### src/hw/gain_phase_pkg.sv
// Package of constants and types for the gain and clock phase register bank
package gain_phase_pkg;
   // -------------------------------------------------------------------
   // Register indices (byte address is four times the index)
   // -------------------------------------------------------------------
   localparam logic [3:0] IDX_Q_GAIN = 4'hb;
   localparam logic [3:0] IDX_FINE_DELAY = 4'he;
   localparam logic [3:0] IDX_POL_COARSE = 4'hf;

   // -------------------------------------------------------------------
   // Field positions and widths
   // -------------------------------------------------------------------
   localparam int GAIN_W = 9;
   localparam int GAIN_LSB = 7;
   localparam int FINE_W = 8;
   localparam int FINE_LSB = 8;
   localparam int INVERT_BIT = 15;
   localparam int COARSE_W = 5;
   localparam int COARSE_LSB = 10;
   localparam int INTER_W = 3;
   localparam int INTER_LSB = 7;
   localparam int DELAY_PS_W = 12;
   localparam int SPAN_MV_W = 10;

   // -------------------------------------------------------------------
   // Reset values
   // -------------------------------------------------------------------
   localparam logic [15:0] RST_Q_GAIN = 16'h807f;
   localparam logic [15:0] RST_FINE_DELAY = 16'h00ff;
   localparam logic [15:0] RST_POL_COARSE = 16'h007f;
   localparam logic [8:0] GAIN_NOMINAL = 9'h100;

   // -------------------------------------------------------------------
   // Analog scaling figures
   // -------------------------------------------------------------------
   localparam int SPAN_MIN_MV = 560;
   localparam int SPAN_RANGE_MV = 280;
   localparam int COARSE_STEP_PS = 65;
   localparam int INTER_STEP_PS = 11;

   typedef struct packed {
      logic invert;
      logic [COARSE_W-1:0] coarse;
      logic [INTER_W-1:0] inter;
      logic [FINE_W-1:0] fine;
   } clock_phase_s;
endpackage

### src/hw/gain_and_clock_phase_regs.sv
// Write-only gain and sample clock phase registers behind a classic Wishbone slave
//
// Overview of operation
// - Gain word sits in bits 15:7, index b
// - Gain code maps 560 to 839 mV linearly
// - Gain word resets to nominal 1_0000_0000
// - Gain write applies without calibration
// - Fine delay code in bits 15:8, index e
// - Fine delay code resets to zero
// - Bit 15 at index f inverts clock
// - Coarse delay bits 14:10, 65 ps steps
// - Intermediate delay bits 9:7, 11 ps steps
// - Coarse and intermediate delays add, about 2.1 ns
// - Register gain reaches q_gain_word_o only in extended control mode; q_span_mv_o follows it in both modes
`timescale 1ns/100ps
module gain_and_clock_phase_regs
   import gain_phase_pkg::*;
#(
   parameter int ADR_W = 6
) (
   // Clock and reset
   input wire logic clk_i,
   input wire logic rst_i,
   // Wishbone classic slave
   input wire logic wb_cyc_i,
   input wire logic wb_stb_i,
   input wire logic wb_we_i,
   input wire logic [ADR_W-1:0] wb_adr_i,
   input wire logic [3:0] wb_sel_i,
   input wire logic [31:0] wb_dat_i,
   output logic [31:0] wb_dat_o,
   output logic wb_ack_o,
   // Mode
   input wire logic extended_mode_i,
   // Converter settings
   output logic [GAIN_W-1:0] q_gain_word_o,
   output logic [SPAN_MV_W-1:0] q_span_mv_o,
   output logic fs_pin_select_o,
   output clock_phase_s clock_phase_o,
   output logic [DELAY_PS_W-1:0] coarse_inter_delay_ps_o
);
   // -------------------------------------------------------------------
   // Elaboration checks
   // -------------------------------------------------------------------
   if (ADR_W < 6) begin : g_adr_check
      $error("ADR_W must be at least 6 to reach index f");
   end

   // -------------------------------------------------------------------
   // Helpers
   // -------------------------------------------------------------------
   function automatic logic [SPAN_MV_W-1:0] span_mv(input logic [GAIN_W-1:0] code);
      logic [19:0] prod;
      prod = 20'(code) * 20'(SPAN_RANGE_MV);
      return SPAN_MV_W'(SPAN_MIN_MV) + SPAN_MV_W'(prod >> GAIN_W);
   endfunction

   function automatic logic [DELAY_PS_W-1:0] delay_ps(input logic [COARSE_W-1:0] c,
                                                      input logic [INTER_W-1:0] i);
      return DELAY_PS_W'(c) * DELAY_PS_W'(COARSE_STEP_PS)
           + DELAY_PS_W'(i) * DELAY_PS_W'(INTER_STEP_PS);
   endfunction

   // -------------------------------------------------------------------
   // Bus decode
   // -------------------------------------------------------------------
   logic req;
   logic wr;
   logic hit_gain;
   logic hit_fine;
   logic hit_pol;
   logic [GAIN_W-1:0] gain_r;
   clock_phase_s phase_r;

   assign req = wb_cyc_i && wb_stb_i && !wb_ack_o;
   assign wr = req && wb_we_i;

   always_comb begin
      hit_gain = 1'b0;
      hit_fine = 1'b0;
      hit_pol = 1'b0;
      if (wb_adr_i[1:0] != 2'h0) begin
         hit_gain = 1'b0;
      end else if (wb_adr_i[ADR_W-1:2] == (ADR_W-2)'(IDX_Q_GAIN)) begin
         hit_gain = 1'b1;
      end else if (wb_adr_i[ADR_W-1:2] == (ADR_W-2)'(IDX_FINE_DELAY)) begin
         hit_fine = 1'b1;
      end else if (wb_adr_i[ADR_W-1:2] == (ADR_W-2)'(IDX_POL_COARSE)) begin
         hit_pol = 1'b1;
      end
   end

   // Every access is acknowledged one cycle later, mapped or not
   always_ff @(posedge clk_i) begin
      if (rst_i) begin
         wb_ack_o <= 1'b0;
      end else begin
         wb_ack_o <= req;
      end
   end

   // Nothing is readable; host keeps a shadow copy
   always_ff @(posedge clk_i) begin
      if (rst_i) begin
         wb_dat_o <= 32'h0000_0000;
      end else begin
         wb_dat_o <= 32'h0000_0000;
      end
   end

   // -------------------------------------------------------------------
   // Gain register
   // -------------------------------------------------------------------
   // Low bits must-be-ones are dropped; lane 0 holds only the gain LSB
   always_ff @(posedge clk_i) begin
      if (rst_i) begin
         gain_r <= RST_Q_GAIN[15:GAIN_LSB];
      end else if (wr && hit_gain) begin
         if (wb_sel_i[1]) begin
            gain_r[GAIN_W-1:1] <= wb_dat_i[15:8];
         end
         if (wb_sel_i[0]) begin
            gain_r[0] <= wb_dat_i[GAIN_LSB];
         end
      end
   end

   // -------------------------------------------------------------------
   // Phase registers
   // -------------------------------------------------------------------
   always_ff @(posedge clk_i) begin
      if (rst_i) begin
         phase_r.fine <= RST_FINE_DELAY[15:FINE_LSB];
      end else if (wr && hit_fine && wb_sel_i[1]) begin
         phase_r.fine <= wb_dat_i[15:FINE_LSB];
      end
   end

   always_ff @(posedge clk_i) begin
      if (rst_i) begin
         phase_r.invert <= RST_POL_COARSE[INVERT_BIT];
         phase_r.coarse <= RST_POL_COARSE[14:COARSE_LSB];
         phase_r.inter <= RST_POL_COARSE[9:INTER_LSB];
      end else if (wr && hit_pol) begin
         if (wb_sel_i[1]) begin
            phase_r.invert <= wb_dat_i[INVERT_BIT];
            phase_r.coarse <= wb_dat_i[14:COARSE_LSB];
            phase_r.inter[INTER_W-1:1] <= wb_dat_i[9:8];
         end
         if (wb_sel_i[0]) begin
            phase_r.inter[0] <= wb_dat_i[INTER_LSB];
         end
      end
   end

   // -------------------------------------------------------------------
   // Outputs
   // -------------------------------------------------------------------
   // Gain takes effect straight away; no calibration strobe exists here
   always_ff @(posedge clk_i) begin
      if (rst_i) begin
         q_gain_word_o <= GAIN_NOMINAL;
         q_span_mv_o <= span_mv(GAIN_NOMINAL);
         fs_pin_select_o <= 1'b1;
      end else begin
         q_gain_word_o <= extended_mode_i ? gain_r : GAIN_NOMINAL;
         q_span_mv_o <= span_mv(gain_r);
         fs_pin_select_o <= !extended_mode_i;
      end
   end

   always_ff @(posedge clk_i) begin
      if (rst_i) begin
         clock_phase_o <= '0;
         coarse_inter_delay_ps_o <= '0;
      end else begin
         clock_phase_o <= phase_r;
         coarse_inter_delay_ps_o <= delay_ps(phase_r.coarse, phase_r.inter);
      end
   end
endmodule // gain_and_clock_phase_regs

### config.mk
export PLATFORM = sky130hd
export DESIGN_NAME = gain_and_clock_phase_regs
export DESIGN_NICKNAME = d
export VERILOG_FILES = /design/src/hw/gain_phase_pkg.sv /design/src/hw/gain_and_clock_phase_regs.sv
export SDC_FILE = /design/constraint.sdc
export NUM_CORES = 1
export LEC_CHECK = 0
export ABC_AREA = 1
export BUFFER_PORTS_ARGS = -buffer_cell sky130_fd_sc_hd__buf_2
export CORE_ASPECT_RATIO = 1.2
export CORE_MARGIN = 8
export CORE_UTILIZATION = 30
export DETAILED_ROUTE_END_ITERATION = 12
export PLACE_DENSITY = 0.53
export SKIP_CTS_REPAIR_TIMING = 1
export SYNTH_ARGS = -nofsm -noshare
export SYNTH_HDL_FRONTEND = slang
export SYNTH_SLANG_ARGS = --single-unit
export TNS_END_PERCENT = 30
### constraint.sdc
create_clock -name clk_i -period 4.25 [get_ports clk_i]
set_input_delay 0.85 -clock clk_i [delete_from_list [all_inputs] [get_ports clk_i]]
set_output_delay 0.85 -clock clk_i [all_outputs]
set_load 0.05 [all_outputs]
# == Yosys cells after proc, flatten, opt, wreduce, memory -nomap -nowiden ==
# Cells that the tools add are included.
# word_totals
input_bits,48
regBits,76
elab_cells,49
# op_classes
addsub,2
eq_ne,3
n_reduce_logical,15
bitwise,1
mux,9
n_mul,3
# op_table
cell,count
multiplier 9 x 6 -> 15 bit (second input constant),1
adder 12 x 7 -> 12 bit,1
equality test 4 bit (second input constant),3
multiplier 5 x 7 -> 12 bit (second input constant),1
adder 10 x 9 -> 10 bit (first input constant),1
2-to-1 mux 1 bit,9
AND reduction 2 bit,4
logical AND 1 bit,7
multiplier 3 x 4 -> 7 bit (second input constant),1
logical NOT 1 bit,2
nonzero test 2 bit,1
OR reduction 2 bit,1
inverter 1 bit,1

# == Depth between registers and ports, before layout ==
# Gate-level depths: netlist of run 1.
# logic_depth
word_depth,7
ltp_mapped,18
ltp_nobuf,18

# == Least setup slack after synthesis of run 1 ==
# No wires, ideal clock.
# synth_path
path_type,register -> register
startpoint,register gain_r[8]
endpoint,register q_span_mv_o[8]
path_stages_with_launch,17
required_ns,4.137
synth_period_minus_slack_ns,3.022
path_buffers,0
setup_ns,0.113
setup_slack_ns,1.228
arrival_ns,2.909
path_cell_list,dfxtp_1 -> ha_1 -> ha_1 -> inv_1 -> fa_1 -> inv_1 -> ha_1 -> a21oi_1 -> nor2_1 -> nor2_1 -> nand3_1 -> and2_1 -> ha_1 -> inv_1 -> nand4_1 -> o21ai_1 -> inv_1
# synth_between
elab_chain_len,2
# synth_lines
element,line_no,text
from (decl),gain_and_clock_phase_regs.sv:72,logic [GAIN_W-1:0] gain_r;
from (signal assigned),gain_and_clock_phase_regs.sv:117,gain_r <= RST_Q_GAIN[15:GAIN_LSB];
"from (signal, indexed assignment)",gain_and_clock_phase_regs.sv:120,gain_r[GAIN_W-1:1] <= wb_dat_i[15:8];
multiplier 9 x 6 -> 15 bit,gain_and_clock_phase_regs.sv:54,prod = 20'(code) * 20'(SPAN_RANGE_MV);
adder 10 x 9 -> 10 bit,gain_and_clock_phase_regs.sv:55,return SPAN_MV_W'(SPAN_MIN_MV) + SPAN_MV_W'(prod >> GAIN_W);
to (signal assigned),gain_and_clock_phase_regs.sv:163,q_span_mv_o <= span_mv(GAIN_NOMINAL);
to (signal assigned),gain_and_clock_phase_regs.sv:167,q_span_mv_o <= span_mv(gain_r);
to (decl),gain_and_clock_phase_regs.sv:37,"output logic [SPAN_MV_W-1:0] q_span_mv_o,"
# Every way passes these cells.
# A chain may end at the register's enable or synchronous reset.

# == Final worst setup path of run 1 ==
# Ends and elaborated chain as after synthesis.

==> results of run 1 <==
[sequential cells by signal, summed over array words and instances (netlist names)]
register / flops
clock_phase_o: 17
phase_r: 17
wb_ack_o: 1
coarse_inter_delay_ps_o: 12
q_span_mv_o: 10
gain_r: 9
q_gain_word_o: 9
fs_pin_select_o: 1
[worst max-delay path by stage]
stage | start | to | slack, ns | depth (start not counted)
2_1_floorplan | gain_r[8] | q_span_mv_o[8] | 1.23 | 16
3_3_place_gp | gain_r[8] | q_span_mv_o[8] | 0.93 | 16
3_5_place_dp | gain_r[8] | q_span_mv_o[8] | 0.91 | 16
4_1_cts | gain_r[8] | q_span_mv_o[8] | 0.89 | 16
5_1_grt | gain_r[8] | q_span_mv_o[8] | 0.60 | 16
6_report | gain_r[8] | q_span_mv_o[8] | 0.88 | 16
[cell families after synthesis]
| logic type | after synthesis |
|---|---|
| simple gates | 137 |
| buf+inv | 114 |
| compound gates | 84 |
| flops | 76 |
| fa+ha+maj | 51 |
| xor+xnor | 1 |
| other cells | 1 |
[cell type report]
cell class,instances,area (um^2),share of cell area [%]
multi-input combinational,305,1950,42.3
sequential,76,1520,33.0
timing repair buffer,73,368,7.98
inverter,72,273,5.91
clock buffer,9,225,4.88
tap,168,210,4.56
clock inverter,6,65.1,1.41
[power groups by stage]
stage               Clock, mW  Combinational (mW)  Sequential, mW
floorplan                   0               0.106           0.735
global placement            0               0.109           0.731
detailed placement          0               0.110           0.731
CTS                     0.764               0.110           0.715
global route            0.800               0.118           0.715
finish                  0.741               0.111           0.715
[cells in the mapped netlist, types with 2 or more instances]
master	count
nand2_2	12
nor2_2	2
fa_1	8
nand2_1	40
buf_4	32
buf_1	2
dfxtp_1	76
nand3_1	16
inv_1	69
buf_2	4
buf_6	2
nand3_2	5
nor2_1	51
nand4_1	3
o21ai_0	28
a21oi_2	2
o21ai_1	9
a21o_1	2
clkbuf_1	2
a21oi_1	37
ha_1	43
[through the flow]
stage | hold WS (ns) | total power [mW] | area [um^2] | worst slack, ns | utilization [%]
after floorplan | 0.410 | 0.841 | 4040 | 1.23 | -
after global placement | 0.422 | 0.840 | 4320 | 0.929 | 33.2
after detailed placement | 0.424 | 0.840 | 4320 | 0.908 | 33.2
after CTS | 0.433 | 1.59 | 4610 | 0.887 | 35.5
after global routing | 0.458 | 1.63 | 4610 | 0.601 | 35.5
final | 0.428 | 1.57 | 4610 | 0.876 | 35.5
[per-layer routing]
| metal | track usage (%) | vias up |
|---|---|---|
| met5 | 0 | - |
| met4 | 4.61 | 0 |
| met3 | 3.78 | 13 |
| met2 | 18.8 | 95 |
| met1 | 11.9 | 1416 |
| li1 | - | 1564 |
[critical path, cell delays in order, from the launching register on]
cell     delay [ns]
dfxtp_1        0.46
ha_1           0.28
ha_1           0.27
inv_1          0.05
fa_1           0.54
inv_1          0.04
ha_1           0.35
a21oi_1        0.24
nor2_1         0.07
nor2_1         0.13
nand3_1        0.12
and2_1         0.17
ha_1           0.20
inv_1          0.06
nand4_1        0.11
o21ai_1        0.13
inv_1          0.04
==> flow_metrics.env, run 1 <==
export IMPL_synthArstFlopShare_pct=0
export IMPL_clk_path_buf_depth=2
export IMPL_min_path_cells=2
export IMPL_io_pins=130
export IMPL_wl_met2_um=4560
export IMPL_initialDrtViolationCount=132
export IMPL_yosysWarnings=0
export IMPL_hold_viol_final=0
export IMPL_fin_nets=636
export IMPL_synthXorXnorAreaFrac_pct=0.223
export IMPL_grt_antenna_before_repair=0
export IMPL_wl_um=9210
export IMPL_design_die_area_mm2=0.0170
export IMPL_synthTopCellsByArea="dfxtp_1, ha_1, inv_1"
export IMPL_yosys_area_top_type_share_pct=38.8
export IMPL_drc=0
export IMPL_p_switching_mw=0.386
export IMPL_max_freq_mhz=296
export IMPL_cts_tree="done"
export IMPL_rr_endpoint="q_span_mv_o[8]"
export IMPL_finalSetupViolCount=0
export IMPL_reg2reg_slack_ns=0.88
export IMPL_ys_ff_latch=76
export IMPL_critPathLaunchType="flip-flop"
export IMPL_finClkSkew_ns=0.00573
export IMPL_grt_pass1_wl_um=14900
export IMPL_syn_area_mm2=0.00393
export IMPL_syn_avg_cell_area_um2=8.46
export IMPL_gp_congestion=0.829
export IMPL_r2r_start="gain_r[8]"
export IMPL_maxCapViolCount=0
export IMPL_grt_ovfl_total=0
export IMPL_synth_edff_count=0
export IMPL_cts_made_buffers=9
export IMPL_combPwrFrac_pct=7.1
export IMPL_ir_drop_mv=0.187
export IMPL_finalMaxSlewViolations=0
export IMPL_fin_setup_tns_ns=0
export IMPL_crit_type="flip-flop to flip-flop"
export IMPL_clk_pin_slew_ns=0.06
export IMPL_grt_total_usage_pct=10.9
export IMPL_yosys_area_top_type="dfxtp_1"
export IMPL_reg2reg_depth=16
export IMPL_layout_area_overhead_vs_synth_pct=17.5
export IMPL_drt_pass1_iterations=4
export IMPL_drtAntennaViolNets=0
export IMPL_cts_sinks=76
export IMPL_required_ns=4.48
export IMPL_pwr_density_cell_mw_per_mm2=340
export IMPL_crit_path_end_kind="flip-flop"
export IMPL_intPower_mw=1.18
export IMPL_wl_met3_um=608
export IMPL_synth_top_family_by_area="adder cells"
export IMPL_dieWidth_um=120
export IMPL_relSlewSlack_pct=61.3
export IMPL_worstHoldStart="phase_r[2]"
export IMPL_finalCriticalPeriod_ns=3.37
export IMPL_coreArea_mm2=0.0130
export IMPL_yosys_area_share_adder_pct=17.8
export IMPL_placedCellCount=694
export IMPL_pwr_share_clk_pct=47.3
export IMPL_power_leakage_nw=2.35
export IMPL_die_y_um=141
export IMPL_clkLatencyLatePin_ns=0.33
export IMPL_critPathMaxFanout=6
export IMPL_mostFrequentLayoutCells="dfxtp_1, buf_2, inv_1"
export IMPL_clock_root_buffer="clkbuf_16"
export IMPL_synth_compound_area_share_pct=11.6
export IMPL_viasPerCell=4.36
export IMPL_top_layer="met4"
export IMPL_synth_mux_area_fraction_pct=0
export IMPL_seq_power_share_pct=45.6
export IMPL_row_count=46
export IMPL_synth_simple_gate_area_share_pct=17.0
export IMPL_timing_final_crit_share_pct=79.4
export IMPL_instances_no_fill=709
export IMPL_p_sw_share_pct=24.7
export IMPL_hold_class="flip-flop to flip-flop"
export IMPL_synthFlopType="dfxtp_1"
export IMPL_syn_inst=464
export IMPL_dp_hpwl_um=7400
export IMPL_route_vias_total=3088
export IMPL_drive_gt1_share_pct=22.2
export IMPL_antenna_cells=0
export IMPL_final_common_cell="dfxtp_1"
export IMPL_met1_length_um=3850
export IMPL_htree_levels=3
export IMPL_ys_seq_area_share_pct=38.8
export IMPL_io_buffer_count=72
export IMPL_crit_arrival_ns=3.60
export IMPL_start_util_pct=30.2
export IMPL_nFillCells=1383
export IMPL_status="finished clean"
export IMPL_hold_end="clock_phase_o[2]"
export IMPL_ys_types=40
export IMPL_grt_pass1_vias=3160
export IMPL_rsz0062_at_grt="false"
export IMPL_worst_pin_slew_ns=0.580
export IMPL_wire_per_inst_um=13.0
export IMPL_grt_max_degree=32
No activity file was read; power rests on OpenSTA's default activity.
==> inputs of run 2 (changes only) <==
- ABC_AREA: 1 -> 0
- PLACE_DENSITY: 0.53 -> 0.55
- clock period: 4.25 -> 2.9 ns (I/O delays scaled with it)
==> flow_metrics.env, run 2 <==
export IMPL_largestRegisters="clock_phase_o (17), phase_r (17), coarse_inter_delay_ps_o (12)"
export IMPL_fin_area_mm2=0.00512
export IMPL_nFillCells=1268
export IMPL_utilization_pct=40.9
export IMPL_route_vias_total=2863
export IMPL_gp_congestion=0.822
export IMPL_grt_total_usage_pct=11.5
export IMPL_synth_edff_count=0
export IMPL_design_die_area_mm2=0.0165
export IMPL_ys_types=46
export IMPL_placedCellCount=646
export IMPL_crit_arrival_ns=3.86
export IMPL_grt_pass1_wl_um=15100
export IMPL_dieWidth_um=119
export IMPL_setup_slack_ns=-0.708
export IMPL_fin_setup_tns_ns=-1.82
export IMPL_rsz0062_at_grt="true"
export IMPL_wire_per_inst_um=14.3
export IMPL_cts_sinks=76
export IMPL_clk_path_buf_depth=2
export IMPL_critPathMaxFanout=6
export IMPL_cts_made_buffers=9
export IMPL_io_buffer_count=72
export IMPL_layout_area_overhead_vs_synth_pct=34.6
export IMPL_coreArea_mm2=0.0125
export IMPL_grt_max_degree=36
export IMPL_dpl_cell_area_mm2=0.00465
export IMPL_ir_drop_mv=0.223
export IMPL_io_pins=130
export IMPL_pwr_density_cell_mw_per_mm2=447
export IMPL_die_y_um=139
export IMPL_drive_gt1_share_pct=35.9
export IMPL_syn_area_mm2=0.00380
export IMPL_mostFrequentLayoutCells="buf_2, dfxtp_1, buf_4"
export IMPL_ys_ff_latch=76
export IMPL_violations="negative setup slack"
export IMPL_synth_common_cells="dfxtp_1, ha_1, nor2_1, buf_4, mux2i_1"
export IMPL_viasPerCell=4.31
export IMPL_worst_pin_slew_ns=0.681
export IMPL_antenna_cells=0
export IMPL_finalMaxSlewViolations=0
export IMPL_power_leakage_nw=2.51
export IMPL_multi_input_area_mm2=0.00226
export IMPL_start_util_pct=30.4
export IMPL_synth_most_common_cell="dfxtp_1"
export IMPL_syn_avg_cell_area_um2=10.0
export IMPL_hold_class="flip-flop to flip-flop"
export IMPL_htree_levels=3
export IMPL_instances_no_fill=665
export IMPL_clock_root_buffer="clkbuf_16"
export IMPL_hold_viol_final=0
export IMPL_synthArstFlopShare_pct=0
export IMPL_synthFlopType="dfxtp_1"
export IMPL_drtAntennaViolNets=0
export IMPL_syn_inst=379
export IMPL_clkLatencyLatePin_ns=0.33
export IMPL_reg2reg_slack_ns=-0.71
export IMPL_fin_nets=595
export IMPL_drc=0
export IMPL_crit_type="flip-flop to flip-flop"
export IMPL_grt_antenna_before_repair=1
export IMPL_ys_seq_area_share_pct=40.0
export IMPL_yosys_area_top_type="dfxtp_1"
export IMPL_finClkSkew_ns=0.00663
export IMPL_final_common_cell="buf_2"
export IMPL_grt_ovfl_total=0
export IMPL_drt_pass1_iterations=6
export IMPL_crit_path_end_kind="flip-flop"
export IMPL_wl_um=9490
export IMPL_timing_final_crit_share_pct=124
export IMPL_status="complete, but fails checks"
export IMPL_finalCriticalPeriod_ns=3.61
export IMPL_maxCapViolCount=0
export IMPL_yosysWarnings=0
export IMPL_max_freq_mhz=277
export IMPL_yosys_area_top_type_share_pct=40.0
export IMPL_clk_pin_slew_ns=0.06
export IMPL_required_ns=3.15
export IMPL_synthTopCellsByArea="dfxtp_1, ha_1, mux2i_1"
export IMPL_grt_pass1_vias=3098
export IMPL_cts_tree="done"
export IMPL_initialDrtViolationCount=63
export IMPL_regArea_mm2=0.00154
export IMPL_row_count=45
export IMPL_relSlewSlack_pct=54.6
export IMPL_dp_hpwl_um=7420
export IMPL_finalSetupViolCount=5
export IMPL_critPathLaunchType="flip-flop"
==> run 2: changes by cell type in the layout (fill, tap and decap cells not counted), moves of 12 or more <==
cell,change
a21oi_1,-32
nand2_2,-12
mux2i_1,+27
nand2_1,-33
nor2b_1,+23
o21ai_0,-23
ha_4,+15
buf_4,+44
nand3_1,-14
ha_1,-16
inv_1,-48
==> run 2: power breakdown <==
part	internal (mW)	total (mW)	switching, mW
Sequential	1.04	1.04	0.000689
Clock	0.657	1.10	0.439
Combinational	0.0192	0.150	0.131
==> run 2: layer usage <==
metal / routed length, um / vias to the layer above / GRT usage [%]
met4: 127 / 2 / 4.60
met1: 4230 / 1337 / 13.0
met2: 4740 / 76 / 19.9
li1: - / 1438 / -
met5: 10 / - / 0
met3: 390 / 10 / 3.48
==> run 2: logic make-up after synthesis <==
family                     synth area share, %
and+or+nand+nor                           15.0
AOI/OAI and AO/OA                         7.80
buffers and inverters                     10.0
xor gates and xnor gates                  1.61
adders and majority gates                 18.4
other                                   0.0986
DFF                                       40.0
muxes                                     7.11
==> run 2: metrics by stage <==
stage	total power, mW	setup WS [ns]	hold slack [ns]
floorplan	1.22	-0.631	0.437
global placement	1.22	-0.676	0.447
detailed placement	1.22	-0.741	0.458
CTS	2.33	-0.766	0.465
global route	2.38	-0.801	0.482
finish	2.29	-0.708	0.465
==> run 2: final cells by class <==
class / instances / area share [%]
multi-input cells: 265 / 44.3
flip-flops and latches: 76 / 30.2
repair buffers: 118 / 13.9
clock buffers: 12 / 5.23
well taps: 164 / 4.01
inverters: 26 / 1.91
clock inverters: 4 / 0.562
==> run 2: final timing paths <==
kind / startpoint / end / cells after the start
worst max-delay path: gain_r[5] / q_span_mv_o[8] / 13
worst min-delay path: phase_r[1] / clock_phase_o[1] / 1
worst max register to register: gain_r[5] / q_span_mv_o[8] / 13
worst min register to register: phase_r[1] / clock_phase_o[1] / 1
==> run 2: worst max-delay path, cell delays in order, from the launching register on <==
cell and delay (ns):
dfxtp_4 0.37, ha_4 0.28, ha_4 0.20, fa_1 0.52
ha_4 0.22, and3_4 0.14, a22o_4 0.23, a22o_4 0.25
o21a_4 0.20, or2_4 0.23, ha_4 0.16, nand2b_4 0.13
or4b_1 0.47, a31oi_1 0.13
==> inputs of run 3 (changes only) <==
- CORE_ASPECT_RATIO: 1.2 -> unset
- GPL_TIMING_DRIVEN: unset -> 0
- PLACE_DENSITY: 0.55 -> unset
- PLACE_DENSITY_LB_ADDON: unset -> 0.08
==> flow_metrics.env, run 3 (synthesized netlist as in run 2, its figures left out) <==
export IMPL_clock_root_buffer="clkbuf_16"
export IMPL_grt_max_degree=17
export IMPL_largestRegisters="clock_phase_o (17), phase_r (17), coarse_inter_delay_ps_o (12)"
export IMPL_clk_pin_slew_ns=0.07
export IMPL_met2_usage_pct=17.9
export IMPL_reg2reg_slack_ns=-0.81
export IMPL_finalCriticalPeriod_ns=3.71
export IMPL_p_sw_share_pct=27.5
export IMPL_mostFrequentLayoutCells="buf_2, dfxtp_1, buf_4"
export IMPL_violations="negative setup slack"
export IMPL_max_freq_mhz=269
export IMPL_die_y_um=129
export IMPL_pwr_share_clk_pct=47.3
export IMPL_timing_final_crit_share_pct=128
export IMPL_finClkSkew_ns=0.00505
export IMPL_grt_pass1_wl_um=14400
export IMPL_io_buffer_count=72
export IMPL_pwr_density_cell_mw_per_mm2=454
export IMPL_dp_hpwl_um=7220
export IMPL_required_ns=3.16
export IMPL_relSlewSlack_pct=56.4
export IMPL_start_util_pct=30.4
export IMPL_maxCapViolCount=0
export IMPL_drive_gt1_share_pct=34.9
export IMPL_hold_class="flip-flop to flip-flop"
export IMPL_grt_busiest_layer="met2"
export IMPL_htree_levels=3
export IMPL_power_leakage_nw=2.53
export IMPL_dieWidth_um=129
export IMPL_cts_made_buffers=9
export IMPL_wl_um=9410
export IMPL_design_die_area_mm2=0.0165
export IMPL_power_total_mw=2.33
export IMPL_finalMaxSlewViolations=0
export IMPL_hold_end="clock_phase_o[4]"
export IMPL_crit_arrival_ns=3.97
export IMPL_clkLatencyLatePin_ns=0.34
export IMPL_reg2reg_depth=13
export IMPL_critPathMaxFanout=7
export IMPL_crit_path_end_kind="flip-flop"
export IMPL_setup_slack_ns=-0.813
export IMPL_holdWs_ns=0.464
export IMPL_p_switching_mw=0.642
export IMPL_route_vias_total=2846
export IMPL_fin_setup_tns_ns=-2.06
export IMPL_worst_pin_slew_ns=0.654
export IMPL_drtAntennaViolNets=0
export IMPL_use_met1_pct=14.1
export IMPL_grt_total_usage_pct=11.5
export IMPL_fin_nets=604
export IMPL_layout_area_overhead_vs_synth_pct=35.1
export IMPL_grt_ovfl_total=0
export IMPL_grt_pass1_vias=2818
export IMPL_rsz0062_at_grt="true"
export IMPL_row_count=41
export IMPL_io_pins=130
export IMPL_intPower_mw=1.69
export IMPL_viasPerCell=4.17
export IMPL_grt_antenna_before_repair=1
export IMPL_cts_sinks=76
export IMPL_drt_pass1_iterations=4
export IMPL_initialDrtViolationCount=129
export IMPL_combPwrFrac_pct=8.1
export IMPL_antenna_cells=0
export IMPL_status="complete, but fails checks"
export IMPL_rr_endpoint="q_span_mv_o[8]"
export IMPL_instances_no_fill=682
export IMPL_hold_viol_final=0
export IMPL_worstHoldStart="phase_r[4]"
export IMPL_finalSetupViolCount=5
export IMPL_nFillCells=1268
export IMPL_drc=0
export IMPL_cts_tree="done"
export IMPL_ir_drop_mv=0.191
export IMPL_final_common_cell="buf_2"
export IMPL_min_path_cells=1
export IMPL_critPathLaunchType="flip-flop"
export IMPL_coreArea_mm2=0.0125
export IMPL_wire_per_inst_um=13.8
export IMPL_r2r_start="gain_r[5]"
export IMPL_placedCellCount=654
export IMPL_utilization_pct=41.0
export IMPL_grt_use_met3_pct=3.85
export IMPL_clk_path_buf_depth=2
export IMPL_crit_type="flip-flop to flip-flop"
export IMPL_gp_congestion=0.763
export IMPL_seq_power_share_pct=44.6
## run 3: power groups by stage
stage	Combinational (mW)	Sequential [mW]	Clock, mW
2_1_floorplan	0.144	1.07	0
3_3_place_gp	0.186	1.07	0
3_5_place_dp	0.186	1.07	0
4_1_cts	0.186	1.04	1.14
5_1_grt	0.200	1.04	1.18
6_report	0.188	1.04	1.10
## run 3: worst max-delay path by stage
stage	slack [ns]	to	startpoint
2_1_floorplan	-0.63	q_span_mv_o[8]	gain_r[5]
3_3_place_gp	-0.89	q_span_mv_o[8]	gain_r[6]
3_5_place_dp	-0.86	q_span_mv_o[8]	gain_r[6]
4_1_cts	-0.89	q_span_mv_o[8]	gain_r[5]
5_1_grt	-0.90	q_span_mv_o[8]	gain_r[5]
6_report	-0.81	q_span_mv_o[8]	gain_r[5]
## run 3: layer usage
layer  share of wire (%)  up-vias
met5                0.14        -
met4                 1.7        2
met3                 6.2       15
met2                  47       62
met1                  45     1311
li1                    -     1456
## run 3: cell type report
class                           count  area, um^2  share of cell area [%]
Inverter                           26        97.6                    1.90
Clock buffer                        9         225                    4.38
Sequential cell                    76        1550                    30.1
Tap cell                          172         215                    4.19
Multi-Input combinational cell    265        2260                    43.9
Timing Repair Buffer               84         450                    8.77
Clock inverter                      7        65.1                    1.27
Buffer                             43         283                    5.50
## run 3: critical path: stages, from the launching register on
cell and delay, ns:
dfxtp_4 0.38, ha_4 0.28, ha_4 0.20, fa_1 0.53
ha_4 0.22, and3_4 0.15, a22o_4 0.23, a22o_4 0.25
o21a_4 0.21, or2_4 0.23, ha_4 0.16, nand2b_4 0.14
or4b_1 0.45, a31oi_1 0.20
## run 3: per-stage QoR
stage | area (um^2) | worst slack (ns)
after detailed placement | 4620 | -0.865
final | 5140 | -0.813
after global placement | 4620 | -0.894
after CTS | 4910 | -0.885
after floorplan | 4040 | -0.631
after global routing | 5140 | -0.900
